===== src/design/gtc_map.vh =====
`ifndef GTC_MAP_VH
`define GTC_MAP_VH
// gate source select codes
`define GTC_GSS_PIN        5'h00
`define GTC_GSS_TMR0_OVF   5'h01
`define GTC_GSS_CMP1       5'h12
`define GTC_GSS_CMP2       5'h13
// prescale select codes
`define GTC_PS_DIV1        2'h0
`define GTC_PS_DIV2        2'h1
`define GTC_PS_DIV4        2'h2
`define GTC_PS_DIV8        2'h3
// reset values and wrap points
`define GTC_COUNT_RESET    16'h0000
`define GTC_COUNT_MAX      16'hFFFF
`define GTC_PRE_RESET      3'h0
// synchroniser depth for pin-side inputs
`define GTC_SYNC_STAGES    3
`endif


===== src/design/gtc_sync3.v =====
`timescale 1ns/100ps
`default_nettype none
// three-stage synchroniser; output changes once stages two and three agree
module gtc_sync3 (
  input  wire CLOCK_I,
  input  wire RST_I,
  input  wire CE_I,
  input  wire D_I,
  output reg  Q_O
);
  reg s1_r;
  reg s2_r;
  reg s3_r;
  always @(posedge CLOCK_I) begin
    if (RST_I) begin
      s1_r <= 1'b0;
      s2_r <= 1'b0;
      s3_r <= 1'b0;
      Q_O  <= 1'b0;
    end else if (CE_I) begin
      s1_r <= D_I;
      s2_r <= s1_r;
      s3_r <= s2_r;
      if (s2_r == s3_r) begin
        Q_O <= s3_r;
      end
    end
  end
endmodule // gtc_sync3
`default_nettype wire


===== src/design/gtc_timer.v =====
`timescale 1ns/100ps
`default_nettype none
`include "gtc_map.vh"
// Summary of operation
// - byte reads of count taken live from the counter, no latching
// - gate enable makes gating active, polarity chosen
// - count when gate equals polarity, else hold
// - gate chosen from selectable sources, any polarity
// - companion overflow gives rising gate pulse
// - comparator gate used synced or raw
// - toggle flop flips each incrementing gate edge
// - toggle flop held clear when mode off
// - single pulse armed, counts from next edge
// - trailing edge clears arm, ignores further events
// - toggle and single pulse act in series
// - gate level status shows gate always
// - gate level falling edge sets event flag
// - count wraps FFFF to 0000, sets overflow
// - overflow irq needs on and all enables
// - sleep counting only async external, wakes
// - compare trigger clears count, no overflow flag
// - count write beats compare trigger clear
// - timer off stops count, clears toggle flop
// - gate source select is five bits
// - prescaler divides by 1, 2, 4, 8
module gtc_timer (
  input  wire        CLOCK_I,
  input  wire        RST_I,
  input  wire        CE_I,
  input  wire        TIMER_ON_I,
  input  wire        GATE_ENABLE_I,
  input  wire        GATE_POLARITY_I,
  input  wire        TOGGLE_MODE_I,
  input  wire        SINGLE_PULSE_MODE_I,
  input  wire        ARM_SET_I,
  input  wire        ARM_CLR_I,
  input  wire [4:0]  GATE_SOURCE_I,
  input  wire [1:0]  PRESCALE_I,
  input  wire        ASYNC_MODE_I,
  input  wire        EXT_CLOCK_SEL_I,
  input  wire        EXT_CLOCK_PIN_I,
  input  wire        GATE_INPUT_PIN_I,
  input  wire        TMR0_OVF_I,
  input  wire        CMP1_OUT_I,
  input  wire        CMP1_SYNC_I,
  input  wire        CMP2_OUT_I,
  input  wire        CMP2_SYNC_I,
  input  wire [15:0] OTHER_SOURCES_I,
  input  wire        COMPARE_TRIGGER_I,
  input  wire        WRITE_LOW_I,
  input  wire        WRITE_HIGH_I,
  input  wire [7:0]  WRITE_DATA_I,
  input  wire        SLEEP_I,
  input  wire        OVERFLOW_IRQ_ENABLE_I,
  input  wire        GATE_IRQ_ENABLE_I,
  input  wire        PERIPHERAL_IRQ_ENABLE_I,
  input  wire        GLOBAL_IRQ_ENABLE_I,
  input  wire        OVERFLOW_FLAG_CLR_I,
  input  wire        GATE_FLAG_CLR_I,
  output wire [7:0]  COUNT_LOW_O,
  output wire [7:0]  COUNT_HIGH_O,
  output wire        SINGLE_PULSE_ARM_O,
  output wire        GATE_LEVEL_O,
  output wire        OVERFLOW_FLAG_O,
  output wire        GATE_EVENT_FLAG_O,
  output wire        IRQ_O,
  output wire        WAKE_O
);
  wire       pin_gate_s;
  wire       ext_clk_s;
  wire       cmp1_s;
  wire       cmp2_s;
  wire       cmp1_raw_s;
  wire       cmp2_raw_s;
  reg  [15:0] count_r;
  reg  [15:0] count_nxt;
  reg  [2:0]  pre_r;
  reg  [2:0]  pre_nxt;
  reg         ext_prev_r;
  reg         toggle_r;
  reg         arm_r;
  reg         pulse_on_r;
  reg         src_prev_r;
  reg         gate_level_r;
  reg         gate_prev_r;
  reg         ovf_flag_r;
  reg         gate_flag_r;
  reg         src_prev_tog_r;
  reg         raw_src;
  reg         pre_tick;
  reg  [2:0]  pre_mask;
  wire        tick;
  wire        pol_src;
  wire        src_rise;
  wire        gate_val;
  wire        count_en;
  wire        inc;
  wire        wrap;

  gtc_sync3 u_sync_gate (.CLOCK_I(CLOCK_I), .RST_I(RST_I), .CE_I(CE_I),
                         .D_I(GATE_INPUT_PIN_I), .Q_O(pin_gate_s));
  gtc_sync3 u_sync_clk  (.CLOCK_I(CLOCK_I), .RST_I(RST_I), .CE_I(CE_I),
                         .D_I(EXT_CLOCK_PIN_I), .Q_O(ext_clk_s));
  gtc_sync3 u_sync_c1   (.CLOCK_I(CLOCK_I), .RST_I(RST_I), .CE_I(CE_I),
                         .D_I(CMP1_OUT_I), .Q_O(cmp1_s));
  gtc_sync3 u_sync_c2   (.CLOCK_I(CLOCK_I), .RST_I(RST_I), .CE_I(CE_I),
                         .D_I(CMP2_OUT_I), .Q_O(cmp2_s));

  // the raw comparator path still passes a synchroniser; only the extra
  // timer-clock retiming stage differs, there is no safe truly raw path here
  assign cmp1_raw_s = cmp1_s;
  assign cmp2_raw_s = cmp2_s;
  reg cmp1_tc_r;
  reg cmp2_tc_r;

  // gate source mux
  always @* begin
    case (GATE_SOURCE_I)
      `GTC_GSS_PIN:      raw_src = pin_gate_s;
      `GTC_GSS_TMR0_OVF: raw_src = TMR0_OVF_I;
      `GTC_GSS_CMP1:     raw_src = CMP1_SYNC_I ? cmp1_tc_r : cmp1_raw_s;
      `GTC_GSS_CMP2:     raw_src = CMP2_SYNC_I ? cmp2_tc_r : cmp2_raw_s;
      default:           raw_src = OTHER_SOURCES_I[GATE_SOURCE_I[3:0]];
    endcase
  end

  // one increment event per selected clock edge after the prescaler
  always @* begin
    case (PRESCALE_I)
      `GTC_PS_DIV1: pre_mask = 3'h0;
      `GTC_PS_DIV2: pre_mask = 3'h1;
      `GTC_PS_DIV4: pre_mask = 3'h3;
      `GTC_PS_DIV8: pre_mask = 3'h7;
      default:      pre_mask = 3'h0;
    endcase
  end

  wire clk_edge = EXT_CLOCK_SEL_I ? (ext_clk_s & ~ext_prev_r) : 1'b1;
  // in sleep only the external clock with ASYNC_MODE_I set keeps the count alive; it still passes the synchroniser
  wire clk_allowed = ~SLEEP_I | (EXT_CLOCK_SEL_I & ASYNC_MODE_I);
  wire wr_any = WRITE_LOW_I | WRITE_HIGH_I;

  always @* begin
    pre_nxt  = pre_r;
    pre_tick = 1'b0;
    if (wr_any || !TIMER_ON_I) begin
      pre_nxt = `GTC_PRE_RESET;
    end else if (clk_edge && clk_allowed) begin
      if ((pre_r & pre_mask) == pre_mask) begin
        pre_tick = 1'b1;
        pre_nxt  = `GTC_PRE_RESET;
      end else begin
        pre_nxt = pre_r + 3'h1;
      end
    end
  end
  assign tick = pre_tick;

  // polarity applied before the toggle and single-pulse stages
  assign pol_src  = ~(raw_src ^ GATE_POLARITY_I);
  assign src_rise = pol_src & ~src_prev_r;
  wire   tog_out  = TOGGLE_MODE_I ? toggle_r : pol_src;
  // single pulse stage fed by toggle stage output
  assign gate_val = SINGLE_PULSE_MODE_I ? (pulse_on_r & tog_out) : tog_out;
  assign count_en = TIMER_ON_I & (~GATE_ENABLE_I | gate_val);
  assign inc      = count_en & tick;
  assign wrap     = inc & (count_r == `GTC_COUNT_MAX);

  always @* begin
    count_nxt = count_r;
    if (WRITE_LOW_I || WRITE_HIGH_I) begin
      // write wins over a coincident compare clear
      if (WRITE_LOW_I) count_nxt[7:0] = WRITE_DATA_I;
      if (WRITE_HIGH_I) count_nxt[15:8] = WRITE_DATA_I;
    end else if (COMPARE_TRIGGER_I) begin
      count_nxt = `GTC_COUNT_RESET;
    end else if (inc) begin
      count_nxt = count_r + 16'h0001;
    end
  end

  always @(posedge CLOCK_I) begin
    if (RST_I) begin
      count_r      <= `GTC_COUNT_RESET;
      pre_r        <= `GTC_PRE_RESET;
      ext_prev_r   <= 1'b0;
      toggle_r     <= 1'b0;
      arm_r        <= 1'b0;
      pulse_on_r   <= 1'b0;
      src_prev_r   <= 1'b0;
      gate_level_r <= 1'b0;
      gate_prev_r  <= 1'b0;
      ovf_flag_r   <= 1'b0;
      gate_flag_r  <= 1'b0;
      cmp1_tc_r    <= 1'b0;
      cmp2_tc_r    <= 1'b0;
    end else if (CE_I) begin
      count_r    <= count_nxt;
      pre_r      <= pre_nxt;
      ext_prev_r <= ext_clk_s;
      src_prev_r <= pol_src;
      cmp1_tc_r  <= cmp1_s;
      cmp2_tc_r  <= cmp2_s;
      if (!TOGGLE_MODE_I || !TIMER_ON_I) begin
        toggle_r <= 1'b0;
      end else if (src_rise) begin
        toggle_r <= ~toggle_r;
      end
      // single-pulse sequencing
      if (!SINGLE_PULSE_MODE_I || ARM_CLR_I) begin
        arm_r      <= 1'b0;
        pulse_on_r <= 1'b0;
      end else if (ARM_SET_I && !arm_r) begin
        arm_r      <= 1'b1;
        pulse_on_r <= 1'b0;
      end else if (arm_r && !pulse_on_r && tog_out && !src_prev_tog_r) begin
        pulse_on_r <= 1'b1;
      end else if (arm_r && pulse_on_r && !tog_out) begin
        arm_r      <= 1'b0;
        pulse_on_r <= 1'b0;
      end
      gate_level_r <= gate_val;
      gate_prev_r  <= gate_level_r;
      if (gate_prev_r && !gate_level_r) begin
        gate_flag_r <= 1'b1;
      end else if (GATE_FLAG_CLR_I) begin
        gate_flag_r <= 1'b0;
      end
      if (wrap && !wr_any && !COMPARE_TRIGGER_I) begin
        ovf_flag_r <= 1'b1;
      end else if (OVERFLOW_FLAG_CLR_I) begin
        ovf_flag_r <= 1'b0;
      end
    end
  end

  // previous toggle-stage output, used to find the edge that starts the armed pulse
  always @(posedge CLOCK_I) begin
    if (RST_I) begin
      src_prev_tog_r <= 1'b0;
    end else if (CE_I) begin
      src_prev_tog_r <= tog_out;
    end
  end

  assign COUNT_LOW_O        = count_r[7:0];
  assign COUNT_HIGH_O       = count_r[15:8];
  assign SINGLE_PULSE_ARM_O = arm_r;
  assign GATE_LEVEL_O       = gate_level_r;
  assign OVERFLOW_FLAG_O    = ovf_flag_r;
  assign GATE_EVENT_FLAG_O  = gate_flag_r;
  wire ovf_req  = ovf_flag_r & OVERFLOW_IRQ_ENABLE_I & TIMER_ON_I;
  wire gate_req = gate_flag_r & GATE_IRQ_ENABLE_I;
  wire per_req  = (ovf_req | gate_req) & PERIPHERAL_IRQ_ENABLE_I;
  assign IRQ_O  = per_req & GLOBAL_IRQ_ENABLE_I;
  // wake does not need the global enable; vectoring does
  assign WAKE_O = SLEEP_I & ovf_req & PERIPHERAL_IRQ_ENABLE_I;
endmodule // gtc_timer
`default_nettype wire


===== config.mk =====
export PLATFORM = sky130hd
export DESIGN_NAME = gtc_timer
export DESIGN_NICKNAME = d
export VERILOG_FILES = /design/src/design/gtc_sync3.v /design/src/design/gtc_timer.v
export VERILOG_INCLUDE_DIRS = /design/src /design/src/design
export SDC_FILE = /design/constraint.sdc
export NUM_CORES = 1
export LEC_CHECK = 0
export ABC_AREA = 1
export BUFFER_PORTS_ARGS = -buffer_cell sky130_fd_sc_hd__buf_2
export CORE_AREA = 2 2 106 83
export DETAILED_ROUTE_END_ITERATION = 7
export DIE_AREA = 0 0 108 85
export HOLD_SLACK_MARGIN = 0.03
export PLACE_DENSITY_LB_ADDON = 0.2
export RECOVER_POWER = 25
export SETUP_SLACK_MARGIN = 0.05
export SYNTH_ARGS = -nofsm -noshare
export SYNTH_HDL_FRONTEND = slang
export SYNTH_SLANG_ARGS = --single-unit

===== constraint.sdc =====
create_clock -name CLOCK_I -period 3.7 [get_ports CLOCK_I]
set_clock_uncertainty 0.1 [all_clocks]
set_input_delay 0.555 -clock CLOCK_I [delete_from_list [all_inputs] [get_ports CLOCK_I]]
set_output_delay 0.555 -clock CLOCK_I [all_outputs]
set_load 0.1 [all_outputs]

**After elaboration in Yosys (flattened, before gate mapping)**

Cells that the tools add are included.

- Add/subtract/negate cells: 2
- $lt $le $gt $ge: 1
- Equal/unequal tests: 15
- Muxes and demuxes: 33
- Bitwise gates (word level): 26
- Reduce and logical (&&, ||, !) cells: 45

Operators by type and width:

| operator | count |
|---|---|
| two-way mux 16 bit | 3 |
| two-way mux 1 bit | 22 |
| AND reduction 2 bit | 9 |
| adder 16 x 1 -> 16 bit, second input constant | 1 |
| equality test 16 bit, second input constant | 1 |
| two-way mux 8 bit | 2 |
| AND 1 bit | 14 |
| one-hot mux 3 bit (4 select lines) | 1 |
| equality test 5 bit, second input constant | 2 |
| logical AND 1 bit | 10 |
| logical NOT 1 bit | 10 |
| two-way mux 3 bit | 3 |
| AND reduction 3 bit | 3 |
| nonzero test 2 bit | 4 |
| inverter 1 bit | 6 |
| nonzero test 3 bit | 2 |
| equality test 5 x 1 -> 1 bit, second input constant | 1 |
| logical NOT 5 bit | 1 |
| less-than comparator 4 x 5 -> 1 bit, second input constant | 1 |
| binary-select mux 1 bit (select 4 bit) | 1 |
| equality test 1 bit | 4 |
| equality test 2 bit, second input constant | 2 |
| logical OR 1 bit | 4 |
| != test 2 bit, second input constant | 2 |
| 10 further kinds | 13 |

- Bits in registers: 47
- Bits of input ports: 60
- Output and inout bits: 22
- Logic and storage cells: 153

**Logic depth before layout (Yosys ltp)**

- Depth after elaboration: 16
- Gate-level depth with buffers: 20
- Depth with buffers taken out: 19

**Hierarchy**

A second synthesis with hierarchy kept.

- Cells, all modules: 460
- Area, all modules: 2,847.7 um^2

By module, submodules not included:

| module | times used | cells each | area an instance (um^2) | seq. area each (um^2) |
|---|---|---|---|---|
| gtc_timer | 1 | 380 | 2,257.2 | 620.6 |
| gtc_sync3 | 4 | 20 | 147.6 | 80.1 |

**Worst setup path after synthesis**

OpenSTA, ideal clock, no wires.

- Path type: register to output
- Start point: register ovf_flag_r, in the netlist OVERFLOW_FLAG_O
- End point: output IRQ_O
- Arrival time: 2.642 ns
- Required time: 3.045 ns
- Slack: 0.403 ns
- Stages on the path, launching flop included: 3
- Buffers on the path: 0
- Path through: dfxtp_1 nand3_1 a21oi_1

- Cells in the longest elaborated chain, start to end: 5

Ends and longest elaborated chain:

| item | RTL line | source |
|---|---|---|
| start, declared | gtc_timer.v:86 | `reg ovf_flag_r;` |
| start signal, assigned | gtc_timer.v:193 | `ovf_flag_r <= 1'b0;` |
| start signal, assigned | gtc_timer.v:230 | `ovf_flag_r <= 1'b1;` |
| start signal, assigned | gtc_timer.v:232 | `ovf_flag_r <= 1'b0;` |
| AND 1 bit (2 in a row) | gtc_timer.v:252 | `wire ovf_req = ovf_flag_r & OVERFLOW_IRQ_ENABLE_I & TIMER_ON_I;` |
| OR 1 bit | gtc_timer.v:254 | `wire per_req = (ovf_req \| gate_req) & PERIPHERAL_IRQ_ENABLE_I;` |
| AND 1 bit | gtc_timer.v:254 |  |
| AND 1 bit | gtc_timer.v:255 | `assign IRQ_O = per_req & GLOBAL_IRQ_ENABLE_I;` |
| end, declared | gtc_timer.v:66 | `output wire IRQ_O,` |

Every way passes these cells.

**Worst setup path in the final report**

- Start point: input CE_I
- End point: register pre_r[0]

- Cells in the longest elaborated chain, start to end: 1

Ends and longest elaborated chain:

| item | RTL line | source |
|---|---|---|
| start, declared | gtc_timer.v:29 | `input wire CE_I,` |
| AND reduction 2 bit (no source line) | n/a |  |
| end signal, assigned | gtc_timer.v:185 | `` pre_r <= `GTC_PRE_RESET; `` |
| end signal, assigned | gtc_timer.v:199 | `pre_r <= pre_nxt;` |
| end, declared | gtc_timer.v:77 | `reg [2:0] pre_r;` |

Every way passes these cells.
A chain may end at the register's enable or synchronous reset.

==> run metrics <==
Die Wd around 110 um; first drt pass iteration count 4; async set or reset register ratio after synthesis 0%; CTS clk-pin slew, worst paths around 100 ps; Clock Latency Late Sink ~300 ps; PostCTS Resize Cnt 0; hold endpoint u_sync_clk.s1_r; Port Buffer Count slightly above 80; Clock Tree Buf Depth 2; static leakage 1.55 nW; Post-Syn Instances approximately 440; worst-margin pin slew approximately 1200 ps; biggest regs count_r (16), pre_r (3); Post-CTS Hold Buffers 0; DRT Wirelength between 7000 and 8000 um; CTS root buf clkbuf_8; setup_tns 0 ps; FF/Latch Area approximately 940 um^2; dpl cell area ~3200 um^2; Mapped Area between 2000 and 3000 um^2; Reg with most FFs count_r; DRC 0; cells along the critical path clkbuf_1 > inv_1 > clkbuf_1 > a21oi_1 > inv_1 > a31oi_1 > a211oi_1; Max Clock Freq 372 MHz; Starting DRT DRC Count between 200 and 250; Req. time, crit path ~3800 ps; Overflow after GRT 0; dominant synthesized flop cell dfxtp_1; Worst IR Drop VDD 0.184 mV; Num CTS Buffers 5; antenna violations before repair 0; post-route clock period utilization 72.7%; endpoints failing setup 0; CTS Sinks 47; max_slew headroom 18.8%; TritonCTS clock tree yes; HP Class input pin to flop; FF-to-FF End count_r[14]; max FFs per register 16; placed wire-length estimate between 5000 and 6000 um; register area share after synthesis 33.8%; most frequent cells in the layout 103 x nand2_1, 73 x buf_2, 69 x nor2_1; most common cell after layout, fill and taps aside nand2_1; worst reg2reg path depth 13; count of final max-slew check failures 0; die area ~9200 um^2; area of the multi-input gates approximately 1600 um^2; core box area 8160 um^2; count of unique library cells instantiated by Yosys 33; worst r2r src count_r[0]; critical path endpoint category flop; die height approximately 85 um; Hold Startpoint EXT_CLOCK_PIN_I; Synth Net Count approximately 510; Final Hold Viols 0; nets@finish around 580; Tmin final approximately 2700 ps; I/O pins 82; WP data arrival roughly 2800 ps; vias in the first global route 2,621; WL/cell 11.9 um; Filler cells 896; H-tree Lvls 2; # rows 29; Avg Vias per Cell around 4.8; number of enable flip-flop cells after synthesis 0; Critical Path Fanout Max 31; Synth-to-Final Area Change 20.1%; flop-to-flop setup slack between 1000 and 1500 ps; share of layout cells above drive strength 1 a little under a fifth; Max Cap Viol 0; postcts setup bufs 0; RSZ-0062 raised after global routing no; all-layer global routing usage between 10% and 20%; final instance area between 3000 and 4000 um^2; GPL Wtd Cong approximately 0.9; first-pass GRT wire length 12,200 um; hold depth 3; buffers plus inverters on the worst setup path 4; PD cells 381 nW/um^2; largest net degree at the start of global routing 34; syn_area_per_cell around 6.3 um^2; WS Path Type input pin to flop; Placement Setup Slack just under 1000 ps; Slowest cell on crit path clkbuf_1; # diodes 0; status finished, final reports clean; critical path's top delay family buffers and inverters; Via Count 2,978; PnR worst setup slack 1010 ps; post-route ant nets 0; Fin Hold WS ~360 ps; Yosys reg bits 47; Ys Warns 0; Initial Util between 30% and 40%; CP startpoint kind input pin; Largest stage delay, worst path ~870 ps
==> per-stage QoR <==
stage	power (mW)	instances	utilization, %
3_3_place_gp	0.894	618	39.7
6_report	1.27	626	41.0
4_1_cts	1.29	626	41.1
2_1_floorplan	0.816	443	-
3_5_place_dp	0.898	618	39.7
5_1_grt	1.34	626	41.0
==> tightest hold or removal path, cell delays in order <==
cell	delay, ps
buf_2	80
nor2_1	30
nor2_1	80
==> cell type report <==
| class | instances | share of cell area (%) |
|---|---|---|
| repair buffers | 84 | 12.4 |
| multi-input cells | 331 | 46.5 |
| clock inverters | 3 | 1.42 |
| well taps | 108 | 4.04 |
| flip-flops and latches | 47 | 28.1 |
| clock buffers | 5 | 2.06 |
| inverters | 48 | 5.46 |
==> worst max path at each step <==
stage	from	depth (start not counted)	slack, ps	endpoint
global placement	GATE_SOURCE_I[2]	18	1080	count_r[0]
detailed placement	WRITE_HIGH_I	9	990	count_r[14]
finish	CE_I	7	1010	pre_r[0]
floorplan	OVERFLOW_FLAG_O	2	400	IRQ_O
CTS	WRITE_HIGH_I	9	1290	count_r[14]
global route	CE_I	8	750	toggle_r
==> cells by family (layout without fill, tap and decap cells) <==
family / count (synthesis) / after routing / share of synthesized area [%]
AND/OR/NAND/NOR: 227 / 227 / 35.1
AO/OA/AOI/OAI: 99 / 99 / 18.9
buffers and inverters: 65 / 140 / 10.3
flip-flops: 47 / 47 / 33.8
XOR/XNOR: 3 / 3 / 0.944
adder cells (fa/ha/maj): 2 / 2 / 0.899
==> cell usage after synthesis, types with 2 or more instances <==
library cell	instances	share of area [%]
o21ai_1	2	0.36
ha_1	2	0.90
a31oi_1	2	0.45
nand3b_1	10	2.7
nor3_1	5	0.90
dfxtp_1	47	34
nand2_1	103	14
nand2_2	4	0.90
clkbuf_1	9	1.2
nor2_1	69	9.3
a211oi_1	4	1.1
nand4_1	5	1.1
nand3_1	25	4.5
o21a_1	2	0.54
xor2_1	3	0.94
buf_6	5	2.0
buf_2	3	0.54
o21ai_0	35	6.3
inv_1	45	6.1
nand3_2	2	0.72
a21oi_1	49	8.8
==> per-layer routing <==
metal	track usage (%)	part of all wire, %
met4	3.50	0.76
met2	24.9	42
met3	2.61	5.5
met1	23.7	51
met5	0	0
==> power breakdown <==
part	internal, mW	switching (mW)	leakage, nW
clock network	0.205	0.186	0.0587
registers	0.535	0.0269	0.386
logic	0.0879	0.235	1.11
total	0.827	0.448	1.55
Power figures use the tool's default switching activity.
